[src/hdl/stmr_defs.svh]
`ifndef STMR_DEFS_SVH
`define STMR_DEFS_SVH
// ----------------------------------------------------------------
// register offsets (host address, demultiplexed numbering)
// ----------------------------------------------------------------
`define STMR_OFS_XFER_A_TX     4'h7
`define STMR_OFS_XFER_B_TX     4'h8
`define STMR_OFS_XFER_CTRL     4'h9
`define STMR_OFS_MON_CHAN      4'hA
`define STMR_OFS_MON_FIFO      4'hB
`define STMR_OFS_SIG_TIMER     4'hC
// ----------------------------------------------------------------
// field positions and reset values
// ----------------------------------------------------------------
`define STMR_CTRL_A_EN_BIT     7
`define STMR_CTRL_B_EN_BIT     6
`define STMR_CTRL_TYPE_B_LSB   3
`define STMR_CTRL_TYPE_A_LSB   0
`define STMR_CTRL_RST          8'h00
`define STMR_TIMER_SETUP_RST          8'h00
`define STMR_TYPE_FULL         3'h1
`define STMR_MF_TIMER          3'h7
// ----------------------------------------------------------------
// timing
// ----------------------------------------------------------------
`define STMR_CLK_NS            8
`define STMR_TICK_NS           250000
`define STMR_LOOK_NS           125000
`define STMR_MON_DEPTH         16
`define STMR_SIG_DEPTH         9
`endif

[src/hdl/stmr_pkg.sv]
package stmr_pkg;
  // transmit address of one transfer channel
  typedef struct packed {
    logic       iface_sel;
    logic [6:0] slot;
  } stmr_addr_s;
  // enable and type of one transfer channel
  typedef struct packed {
    logic       enable;
    logic [2:0] ctype;
  } stmr_chan_s;
  typedef enum logic {TMR_IDLE, TMR_RUN} stmr_tmr_e;
endpackage

[src/hdl/stmr_regs.sv]
`timescale 1ns/100ps
`include "stmr_defs.svh"
// Function
// - channel A output select: 0 routes data to PCM, 1 to subscriber line
// - channel B output select: 0 routes data to PCM, 1 to subscriber line
// - seven slot bits per channel, coded like memory-access address bits
// - per-channel enable bit: 1 runs the transfer, 0 stops it
// - 3-bit type picks bandwidth and bit position; 000 invalid; here it masks only the PCM byte, the subscriber byte goes whole
// - search-active bit reads 1 while search runs, 0 when done
// - found-channel address gives slot of detected active monitor channel
// - two transfer-control bits join command bits to pick monitor mode
// - subscriber address drops direction and even/odd bit of CM address
// - monitor FIFO holds 16 bytes in either direction
// - monitor bytes leave on subscriber line MSB first
// - signaling FIFO nine entries deep of changed slot addresses
// - entry bit 7 is valid flag; whole entry usable as access address
// - entry address even for command change, odd for signaling change
// - timer gives periodic tick, multiframe pulse, last-look period
// - rate bit 0: last look from timer value; 1: fixed 125 us
// - timer period is (1 + value) times 250 us
// - start on start command; stop on timer write or main bit low
// - access address bit 7 is direction, bits 6..0 port and slot
// - timer counts cyclically 0 up to programmed value then wraps

// ----------------------------------------------------------------
// generic first-in first-out buffer
// ----------------------------------------------------------------
module stmr_fifo #(
  parameter int WIDTH = 8,
  parameter int DEPTH = 16
) (
  input  wire logic                       ref_clk_in,
  input  wire logic                       sys_rst_in,
  input  wire logic                       flush_in,
  input  wire logic                       in_valid_in,
  output      logic                       in_ready_out,
  input  wire logic [WIDTH-1:0]           in_data_in,
  output      logic                       out_valid_out,
  input  wire logic                       out_ready_in,
  output      logic [WIDTH-1:0]           out_data_out,
  output      logic [$clog2(DEPTH+1)-1:0] count_out
);
  localparam int PW = $clog2(DEPTH);
  logic [WIDTH-1:0]           mem_r [DEPTH];
  logic [PW-1:0]              wr_ptr_r;
  logic [PW-1:0]              rd_ptr_r;
  logic [$clog2(DEPTH+1)-1:0] cnt_r;
  wire                        push = in_valid_in & in_ready_out;
  wire                        pop  = out_valid_out & out_ready_in;

  // full and empty straight from the fill count
  assign in_ready_out  = (cnt_r != DEPTH[$clog2(DEPTH+1)-1:0]);
  assign out_valid_out = (cnt_r != '0);
  assign out_data_out  = mem_r[rd_ptr_r];
  assign count_out     = cnt_r;

  // pointers wrap at DEPTH so odd depths work too
  always_ff @(posedge ref_clk_in) begin
    if (sys_rst_in || flush_in) begin
      wr_ptr_r <= '0;
      rd_ptr_r <= '0;
      cnt_r    <= '0;
    end else begin
      if (push) begin
        wr_ptr_r <= (wr_ptr_r == PW'(DEPTH-1)) ? '0 : wr_ptr_r + 1'b1;
      end
      if (pop) begin
        rd_ptr_r <= (rd_ptr_r == PW'(DEPTH-1)) ? '0 : rd_ptr_r + 1'b1;
      end
      cnt_r <= cnt_r + push - pop;
    end
  end

  always_ff @(posedge ref_clk_in) begin
    if (push) begin
      mem_r[wr_ptr_r] <= in_data_in;
    end
  end
endmodule

// ----------------------------------------------------------------
// transfer, monitor and timer register bank
// ----------------------------------------------------------------
module stmr_regs import stmr_pkg::*; #(
  parameter int TICK_CYC = `STMR_TICK_NS / `STMR_CLK_NS,
  parameter int LOOK_CYC = `STMR_LOOK_NS / `STMR_CLK_NS,
  parameter int MON_DEPTH = `STMR_MON_DEPTH,
  parameter int SIG_DEPTH = `STMR_SIG_DEPTH
) (
  input  wire logic            ref_clk_in,
  input  wire logic            sys_rst_in,
  input  wire logic            mux_mode_in,
  input  wire logic            register_bank_sel_in,
  input  wire logic [4:0]      addr_in,
  input  wire logic            cs_in,
  input  wire logic            rd_in,
  input  wire logic            wr_in,
  input  wire logic [7:0]      wr_data_in,
  output      logic [7:0]      rd_data_out,
  input  wire logic [1:0][7:0] chan_data_reg_in,
  input  wire logic [1:0]      chan_slot_tick_in,
  output      stmr_addr_s [1:0] chan_addr_out,
  output      stmr_chan_s [1:0] chan_cfg_out,
  output      logic [1:0][7:0] pcm_data_out,
  output      logic [1:0][7:0] pcm_mask_out,
  output      logic [1:0]      pcm_strobe_out,
  output      logic [1:0][7:0] sub_data_out,
  output      logic [1:0]      sub_strobe_out,
  input  wire logic            search_start_in,
  input  wire logic            chan_found_in,
  input  wire logic [5:0]      chan_found_addr_in,
  output      logic            search_active_out,
  output      logic [1:0]      monitor_xfer_ctrl_out,
  output      logic [5:0]      subscriber_slot_addr_out,
  output      logic [6:0]      subscriber_cm_addr_out,
  input  wire logic            mon_rx_dir_in,
  input  wire logic            mon_fifo_reset_in,
  input  wire logic            mon_bit_tick_in,
  output      logic            monitor_bit_out,
  output      logic            monitor_bit_valid_out,
  input  wire logic            mon_rx_valid_in,
  input  wire logic [7:0]      mon_rx_byte_in,
  output      logic            mon_rx_ready_out,
  input  wire logic            sig_change_valid_in,
  input  wire logic [6:0]      changed_slot_addr_in,
  output      logic            sig_change_ready_out,
  input  wire logic            sig_fifo_reset_in,
  input  wire logic            timer_start_cmd_in,
  input  wire logic            main_operating_bit_in,
  input  wire logic [2:0]      multiframe_ctrl_field_in,
  output      logic            timer_active_out,
  output      logic            timer_expire_out,
  output      logic            multiframe_pulse_out,
  output      logic            last_look_pulse_out
);
  // ----------------------------------------------------------------
  // bit-position mask of a channel type
  // ----------------------------------------------------------------
  function automatic logic [7:0] type_mask(input logic [2:0] t);
    case (t)
      3'h1:    type_mask = 8'hFF;
      3'h2:    type_mask = 8'h0F;
      3'h3:    type_mask = 8'hF0;
      3'h4:    type_mask = 8'h03;
      3'h5:    type_mask = 8'h0C;
      3'h6:    type_mask = 8'h30;
      3'h7:    type_mask = 8'hC0;
      default: type_mask = 8'h00; // invalid code clears every PCM bit; the subscriber byte is not masked
    endcase
  endfunction

  // ----------------------------------------------------------------
  // address decode; multiplexed mode doubles the address
  // ----------------------------------------------------------------
  wire [3:0] reg_addr = mux_mode_in ? addr_in[4:1] : addr_in[3:0];
  wire       sel      = cs_in & ~register_bank_sel_in;
  wire       wr_hit   = sel & wr_in;
  wire       rd_hit   = sel & rd_in;
  wire       wr_a     = wr_hit & (reg_addr == `STMR_OFS_XFER_A_TX);
  wire       wr_b     = wr_hit & (reg_addr == `STMR_OFS_XFER_B_TX);
  wire       wr_ctrl  = wr_hit & (reg_addr == `STMR_OFS_XFER_CTRL);
  wire       wr_sub   = wr_hit & (reg_addr == `STMR_OFS_MON_CHAN);
  wire       wr_mon   = wr_hit & (reg_addr == `STMR_OFS_MON_FIFO);
  wire       wr_timer_setup  = wr_hit & (reg_addr == `STMR_OFS_SIG_TIMER);
  wire       rd_mon   = rd_hit & (reg_addr == `STMR_OFS_MON_FIFO);
  wire       rd_sig   = rd_hit & (reg_addr == `STMR_OFS_SIG_TIMER);

  // ----------------------------------------------------------------
  // host-written registers
  // ----------------------------------------------------------------
  stmr_addr_s [1:0] tx_addr_r;
  logic [7:0]       ctrl_r;
  logic [7:0]       sub_r;
  logic [7:0]       timer_setup_r;
  always_ff @(posedge ref_clk_in) begin
    if (sys_rst_in) begin
      tx_addr_r <= '0;
      ctrl_r    <= `STMR_CTRL_RST;
      sub_r     <= 8'h00;
      timer_setup_r    <= `STMR_TIMER_SETUP_RST;
    end else begin
      if (wr_a)    tx_addr_r[0] <= wr_data_in;
      if (wr_b)    tx_addr_r[1] <= wr_data_in;
      if (wr_ctrl) ctrl_r       <= wr_data_in;
      if (wr_sub)  sub_r        <= wr_data_in;
      if (wr_timer_setup) timer_setup_r       <= wr_data_in;
    end
  end

  // ----------------------------------------------------------------
  // transfer channels: masked byte to PCM, whole byte to subscriber line, by the output select
  // ----------------------------------------------------------------
  stmr_chan_s [1:0] cfg;
  assign cfg[0] = {ctrl_r[`STMR_CTRL_A_EN_BIT],
                   ctrl_r[`STMR_CTRL_TYPE_A_LSB +: 3]};
  assign cfg[1] = {ctrl_r[`STMR_CTRL_B_EN_BIT],
                   ctrl_r[`STMR_CTRL_TYPE_B_LSB +: 3]};
  genvar gi;
  generate
    for (gi = 0; gi < 2; gi++) begin : g_chan
      wire go  = chan_slot_tick_in[gi] & cfg[gi].enable;
      wire sub = tx_addr_r[gi].iface_sel;
      always_ff @(posedge ref_clk_in) begin
        if (sys_rst_in) begin
          pcm_strobe_out[gi] <= 1'b0;
          sub_strobe_out[gi] <= 1'b0;
          pcm_data_out[gi]   <= 8'h00;
          pcm_mask_out[gi]   <= 8'h00;
          sub_data_out[gi]   <= 8'h00;
        end else begin
          pcm_strobe_out[gi] <= go & ~sub;
          sub_strobe_out[gi] <= go & sub;
          pcm_mask_out[gi]   <= type_mask(cfg[gi].ctype);
          pcm_data_out[gi]   <= chan_data_reg_in[gi]
                                & type_mask(cfg[gi].ctype);
          sub_data_out[gi]   <= chan_data_reg_in[gi];
        end
      end
    end
  endgenerate
  always_ff @(posedge ref_clk_in) begin
    chan_addr_out <= sys_rst_in ? '0 : tx_addr_r;
    chan_cfg_out  <= sys_rst_in ? '0 : cfg;
  end

  // ----------------------------------------------------------------
  // channel search and subscriber address
  // ----------------------------------------------------------------
  logic       search_r;
  logic [5:0] found_r;
  always_ff @(posedge ref_clk_in) begin
    if (sys_rst_in) begin
      search_r <= 1'b0;
      found_r  <= 6'h00;
    end else begin
      // a new start wins over a stop in the same cycle
      if (search_start_in) search_r <= 1'b1;
      else if (chan_found_in || !main_operating_bit_in) search_r <= 1'b0;
      if (chan_found_in) found_r <= chan_found_addr_in;
    end
  end
  always_ff @(posedge ref_clk_in) begin
    if (sys_rst_in) begin
      search_active_out        <= 1'b0;
      monitor_xfer_ctrl_out    <= 2'h0;
      subscriber_slot_addr_out <= 6'h00;
      subscriber_cm_addr_out   <= 7'h00;
    end else begin
      search_active_out        <= search_r;
      monitor_xfer_ctrl_out    <= sub_r[7:6];
      subscriber_slot_addr_out <= sub_r[5:0];
      subscriber_cm_addr_out   <= {sub_r[5:0], 1'b0};
    end
  end

  // ----------------------------------------------------------------
  // monitor FIFO: host fills it for transmit, line fills it for receive
  // ----------------------------------------------------------------
  localparam int MCW = $clog2(MON_DEPTH+1);
  logic           mon_out_valid;
  logic [7:0]     mon_out_data;
  logic [MCW-1:0] mon_count;
  logic [7:0]     shift_r;
  logic [3:0]     bits_left_r;
  wire  load       = ~mon_rx_dir_in & (bits_left_r == 4'h0) & mon_out_valid;
  wire  mon_in_vld = mon_rx_dir_in ? mon_rx_valid_in : wr_mon;
  wire  [7:0] mon_in_dat = mon_rx_dir_in ? mon_rx_byte_in : wr_data_in;
  wire  mon_pop    = mon_rx_dir_in ? rd_mon : load;
  stmr_fifo #(.WIDTH(8), .DEPTH(MON_DEPTH)) u_mon_fifo (
    .ref_clk_in    (ref_clk_in),
    .sys_rst_in    (sys_rst_in),
    .flush_in      (mon_fifo_reset_in),
    .in_valid_in   (mon_in_vld),
    .in_ready_out  (),
    .in_data_in    (mon_in_dat),
    .out_valid_out (mon_out_valid),
    .out_ready_in  (mon_pop),
    .out_data_out  (mon_out_data),
    .count_out     (mon_count)
  );

  // serializer: one bit per tick, most significant bit first
  always_ff @(posedge ref_clk_in) begin
    if (sys_rst_in || mon_fifo_reset_in) begin
      shift_r               <= 8'h00;
      bits_left_r           <= 4'h0;
      monitor_bit_out       <= 1'b0;
      monitor_bit_valid_out <= 1'b0;
    end else begin
      monitor_bit_valid_out <= 1'b0;
      if (load) begin
        shift_r     <= mon_out_data;
        bits_left_r <= 4'h8;
      end else if (mon_bit_tick_in && bits_left_r != 4'h0) begin
        monitor_bit_out       <= shift_r[7];
        monitor_bit_valid_out <= 1'b1;
        shift_r               <= {shift_r[6:0], 1'b0};
        bits_left_r           <= bits_left_r - 4'h1;
      end
    end
  end

  // ready lags a cycle, so it drops one slot before full
  always_ff @(posedge ref_clk_in) begin
    mon_rx_ready_out <= ~sys_rst_in & mon_rx_dir_in & ~mon_fifo_reset_in
                        & (mon_count < MCW'(MON_DEPTH-1));
  end

  // ----------------------------------------------------------------
  // signaling change FIFO
  // ----------------------------------------------------------------
  localparam int SCW = $clog2(SIG_DEPTH+1);
  logic           sig_valid;
  logic [6:0]     sig_data;
  logic [SCW-1:0] sig_count;
  stmr_fifo #(.WIDTH(7), .DEPTH(SIG_DEPTH)) u_sig_fifo (
    .ref_clk_in    (ref_clk_in),
    .sys_rst_in    (sys_rst_in),
    .flush_in      (sig_fifo_reset_in),
    .in_valid_in   (sig_change_valid_in),
    .in_ready_out  (),
    .in_data_in    (changed_slot_addr_in),
    .out_valid_out (sig_valid),
    .out_ready_in  (rd_sig),
    .out_data_out  (sig_data),
    .count_out     (sig_count)
  );
  always_ff @(posedge ref_clk_in) begin
    sig_change_ready_out <= ~sys_rst_in & ~sig_fifo_reset_in
                            & (sig_count < SCW'(SIG_DEPTH-1));
  end

  // ----------------------------------------------------------------
  // read data; shared addresses return the read-only side
  // ----------------------------------------------------------------
  logic [7:0] rd_nxt;
  always_comb begin
    case (reg_addr)
      `STMR_OFS_XFER_A_TX:  rd_nxt = tx_addr_r[0];
      `STMR_OFS_XFER_B_TX:  rd_nxt = tx_addr_r[1];
      `STMR_OFS_XFER_CTRL:  rd_nxt = ctrl_r;
      `STMR_OFS_MON_CHAN:   rd_nxt = {1'b0, search_r, found_r};
      `STMR_OFS_MON_FIFO:   rd_nxt = mon_out_valid ? mon_out_data : 8'h00;
      `STMR_OFS_SIG_TIMER:  rd_nxt = sig_valid ? {1'b1, sig_data}
                                               : 8'h00;
      default:              rd_nxt = 8'h00;
    endcase
  end
  always_ff @(posedge ref_clk_in) begin
    if (sys_rst_in) rd_data_out <= 8'h00;
    else if (rd_hit) rd_data_out <= rd_nxt;
  end

  // ----------------------------------------------------------------
  // timer: prescaler of 250 us steps, value counter wraps at setting
  // ----------------------------------------------------------------
  stmr_tmr_e   tmr_r;
  logic [31:0] pre_r;
  logic [6:0]  val_r;
  logic [31:0] look_r;
  wire pre_end  = (pre_r == 32'(TICK_CYC - 1));
  wire val_end  = (val_r == timer_setup_r[6:0]);
  wire expire   = (tmr_r == TMR_RUN) & pre_end & val_end;
  wire look_end = (look_r == 32'(LOOK_CYC - 1));
  always_ff @(posedge ref_clk_in) begin
    if (sys_rst_in) begin
      tmr_r <= TMR_IDLE;
      pre_r <= '0;
      val_r <= '0;
    end else begin
      case (tmr_r)
        TMR_IDLE: begin
          pre_r <= '0;
          val_r <= '0;
          if (timer_start_cmd_in && main_operating_bit_in) begin
            tmr_r <= TMR_RUN;
          end
        end
        TMR_RUN: begin
          pre_r <= pre_end ? '0 : pre_r + 32'h1;
          if (pre_end) val_r <= val_end ? 7'h00 : val_r + 7'h01;
          // a start in the cycle of the stop restarts from zero
          if (timer_start_cmd_in && main_operating_bit_in) begin
            if (wr_timer_setup) begin
              pre_r <= '0;
              val_r <= '0;
            end
          end else if (wr_timer_setup || !main_operating_bit_in) begin
            tmr_r <= TMR_IDLE;
          end
        end
        default: tmr_r <= TMR_IDLE;
      endcase
    end
  end

  // fixed 125 us last-look grid runs while the device operates
  always_ff @(posedge ref_clk_in) begin
    if (sys_rst_in || !main_operating_bit_in || look_end) look_r <= '0;
    else look_r <= look_r + 32'h1;
  end

  always_ff @(posedge ref_clk_in) begin
    if (sys_rst_in) begin
      timer_active_out     <= 1'b0;
      timer_expire_out     <= 1'b0;
      multiframe_pulse_out <= 1'b0;
      last_look_pulse_out  <= 1'b0;
    end else begin
      timer_active_out     <= (tmr_r == TMR_RUN);
      timer_expire_out     <= expire;
      multiframe_pulse_out <= expire &
        (multiframe_ctrl_field_in == `STMR_MF_TIMER);
      last_look_pulse_out  <= timer_setup_r[7] ? (look_end & main_operating_bit_in)
                                        : expire;
    end
  end
endmodule

[config.mk]
export PLATFORM = sky130hd
export DESIGN_NAME = stmr_regs
export DESIGN_NICKNAME = d
export VERILOG_FILES = /design/src/hdl/stmr_pkg.sv /design/src/hdl/stmr_regs.sv
export VERILOG_INCLUDE_DIRS = /design/src /design/src/hdl
export SDC_FILE = /design/constraint.sdc
export NUM_CORES = 1
export LEC_CHECK = 0
export BUFFER_PORTS_ARGS = -buffer_cell sky130_fd_sc_hd__buf_2
export CAP_MARGIN = 15
export CELL_PAD_IN_SITES_DETAIL_PLACEMENT = 1
export CELL_PAD_IN_SITES_GLOBAL_PLACEMENT = 2
export CORE_ASPECT_RATIO = 1.75
export CORE_UTILIZATION = 40
export DETAILED_ROUTE_END_ITERATION = 8
export MAX_ROUTING_LAYER = met4
export PLACE_DENSITY_LB_ADDON = 0.12
export RECOVER_POWER = 100
export SETUP_SLACK_MARGIN = 0.1
export SYNTH_ARGS = -nofsm -noshare
export SYNTH_HDL_FRONTEND = slang
export SYNTH_SLANG_ARGS = --single-unit
[constraint.sdc]
create_clock -name ref_clk_in -period 3.65 [get_ports ref_clk_in]
set_clock_uncertainty 0.15 [all_clocks]
set_input_delay 0 -clock ref_clk_in [delete_from_list [all_inputs] [get_ports ref_clk_in]]
set_output_delay 0 -clock ref_clk_in [all_outputs]
set_load 0.02 [all_outputs]
==> reports/qor.txt <==
Initial antenna violation count - 8
Top-count cell post-synth - dfxtp_1
Ys flop type - dfxtp_1
GRT Total Usage - 22.0%
Setup TNS - 0 ns
CTS Hold Bufs - 74
TritonCTS buffer count - 43
Rel. slew slack - -57.0%
CTS tree - built
DP HPWL - 35.5 mm
Critical path cell sequence - inv_1, ha_1, or4b_1, nor3b_1, a41o_1, ha_1, inv_1, ha_1, inv_1, fa_1, inv_1, a21oi_1, o21bai_1, xnor2_1, nor2_1
Fmax - 0.302 GHz
Total congestion overflow - 0
Io pins - 180
Metal-1 WL - 19.0 mm
# Post-CTS Setup Buffers - 0
Worst reg2reg path endpoint - u_mon_fifo.count_out[4]$_SDFF_PP0_
Port-buffer cells - 178
DRC viols - 0
VDD IR-drop max - 0.325 mV
Std cell rows - 102
Seq cells post-synth - 448
Slew Limit Fails - 103
Post-synth EDFFs - 191
WL/cell - 20.8 microns
Resized cells post-CTS - 0
Syn nets - 1,620
First-pass GRT wire length - 75.0 mm
Largest net degree at the start of global routing - 53
Effective utilization at floorplan - 40.8%
Clock root buffer - clkbuf_16
Drt via density - 5.23
WL met2 - 26.2 mm
Critical Path Max Stage Delay - 0.52 ns
1st-iter DRT viols - 657
DR top layer - met4
Top post-synthesis cells by area - edfxtp_1 32%, dfxtp_1 28%, mux4_2 4.0%
Synth area leader - edfxtp_1
CP most frequent cell - inv_1
Hold path depth - 3
Fillers - 4,842
Hold Path Class - in2reg
Async set-reset flop share out of synthesis - 0%
Total design power - 11,100 uW
Pwr/cell area - 518 nW/um^2
Share of cells above drive strength 1 - 10.7%
WL met3 - 1.99 mm
Setup CP Type - reg2reg
P&R area growth vs syn - 18.7%
R2r setup slk - 0.34 ns
DRT Pass-1 Iters - 4
Tmin final - 3.31 ns
Worst hold path endpoint - pcm_data_out[5]$_SDFF_PP0_
Top-area cell type share of the netlist area - 31.7%
Total die area - 46,200 sq um
Synth Warn # - 0
R2R depth - 15
DRT Wirelength - 48.9 mm
# setup viols final - 0
Critical path arrival - 3.57 ns
Die X - 163 microns
Crit path max fanout - 4
Final Wtd Congestion - 0.772
Nets - 1,855
Measured slew at the worst slew-check pin - 2.36 ns
Clk slew on worst S/H paths - 0.06 ns
Post-synth cell types - 80
Top cells by count, synth - 257 x dfxtp_1, 191 x edfxtp_1, 150 x nor2_1
Clock Sinks - 448
Max Buffers Root-to-Sink - 3
Crit path required time - 3.91 ns
Endpoint class of the critical path - flop
Slowest CP cell - or4b_1
Synthesized instance count - 1,515
Post-synthesis cell area - 18,100 sq um
Fin. Hold Viols - 0
Outcome - complete, but fails checks
Total core area - 44,400 sq um
Unrepaired setup endpoints after global routing - no
Avg Cell Area, Syn - 12.0 sq um
Via Count - 12,300
Startpoint types - flop
Failing checks - capacitance limit, slew limit
Hold Path Origin - chan_data_reg_in[5]
Static leakage - 0.00731 uW
Die H - 283 microns
Final Cycle Share - 90.7%
Clock latency on the worst-skew pair - 0.55 ns
Reg2Reg Launch Point - u_mon_fifo.count_out[2]$_SDFF_PP0_
Register area share after synthesis - 60.1%
Max Cap Viol - 2
Vias in the first global route - 13,100
Routed Antenna Nets - 0
H-tree depth reported by CTS - 2
## worst max-delay path by stage
stage                                  startpoint                                 end  slack [ns]  cells after the start
2_1_floorplan  u_mon_fifo.count_out[2]$_SDFF_PP0_  u_mon_fifo.count_out[4]$_SDFF_PP0_        0.52                     16
3_3_place_gp   u_mon_fifo.count_out[2]$_SDFF_PP0_  u_mon_fifo.count_out[4]$_SDFF_PP0_        0.46                     15
3_5_place_dp   u_mon_fifo.count_out[2]$_SDFF_PP0_  u_mon_fifo.count_out[4]$_SDFF_PP0_        0.37                     15
4_1_cts        u_mon_fifo.count_out[2]$_SDFF_PP0_  u_mon_fifo.count_out[4]$_SDFF_PP0_        0.32                     15
5_1_grt                      look_r[0]$_SDFF_PP0_               look_r[20]$_SDFF_PP0_        0.11                      7
6_report       u_mon_fifo.count_out[2]$_SDFF_PP0_  u_mon_fifo.count_out[4]$_SDFF_PP0_        0.34                     15
## sequential cells by signal (all words and copies together) (netlist names), 5 cells and up, named ones only
register	flops
pcm_mask_out	8
shift_r	8
chan_cfg_out	8
ctrl_r	8
pcm_data_out	16
val_r	7
found_r	6
tx_addr_r	14
timer_setup_r	8
u_mon_fifo.count_out	5
subscriber_cm_addr_out	6
look_r	32
u_mon_fifo.mem_r	128
sub_r	8
sub_data_out	16
u_sig_fifo.mem_r	63
rd_data_out	8
pre_r	32
chan_addr_out	16
## logic make-up (layout without fill, tap and decap cells)
family / after synthesis / in the layout / synth area share (%)
other: 1 / 5 / 0.0207
adders and majority gates: 33 / 33 / 2.36
DFF: 448 / 448 / 60.1
and+or+nand+nor: 553 / 553 / 16.2
xor gates and xnor gates: 81 / 81 / 3.92
buffers and inverters: 135 / 401 / 3.34
AOI/OAI and AO/OA: 160 / 160 / 6.07
muxes: 104 / 104 / 8.04
## per-stage QoR
stage | instance area (sq um) | util, % | hold slack [ns] | worst slack [ns] | instances
floorplan | 18100 | - | -0.0511 | 0.523 | 1515
global placement | 19500 | 43.9 | 0.0708 | 0.460 | 2203
detailed placement | 19500 | 43.9 | 0.0656 | 0.372 | 2203
CTS | 21700 | 48.9 | 0.0205 | 0.320 | 2353
global route | 21500 | 48.4 | 0.0491 | 0.107 | 2357
finish | 21500 | 48.4 | 0.0548 | 0.338 | 2357
## routing by layer
metal,global-route usage [%],vias up
met5,-,-
met4,8.55,0
met1,23.3,6073
met2,40.3,282
met3,3.11,80
li1,-,5903
## worst max-delay path, delay by kind of cell (launching register included)
kind            cells  cell delay, ns
buf+inv             4            0.28
xor+xnor            1            0.15
fa+ha+maj           4            1.04
simple gates        3            0.77
flops               1            0.33
compound gates      3            0.46
## cells in the final DEF (no fill, tap or decap), drive strengths merged, types with 50 or more instances in the layout
cell type and instances:
edfxtp 191, inv 51, buf 72, mux2i 61, nor2b 68, dfxtp 257, clkbuf 196, nand3 50
xnor2 53, nor2 150, nand2 89, dlygate4sd3 74
## layout make-up
type / instances / area [sq um] / share of cell area (%)
tap: 572 / 716 / 3.33
clock inverter: 10 / 160 / 0.745
antenna: 4 / 10.0 / 0.0466
clock buffer: 66 / 1310 / 6.09
inverter: 49 / 184 / 0.856
multi-input combinational: 932 / 6610 / 30.7
sequential: 448 / 10900 / 50.6
timing repair buffer: 276 / 1620 / 7.54
## power by group
part | total (uW) | switching, uW | internal [uW]
registers | 5390 | 69.0 | 5320
logic | 1070 | 624 | 447
clock network | 4660 | 1900 | 2760
total | 11100 | 2600 | 8530
Power figures use the tool's default switching activity.
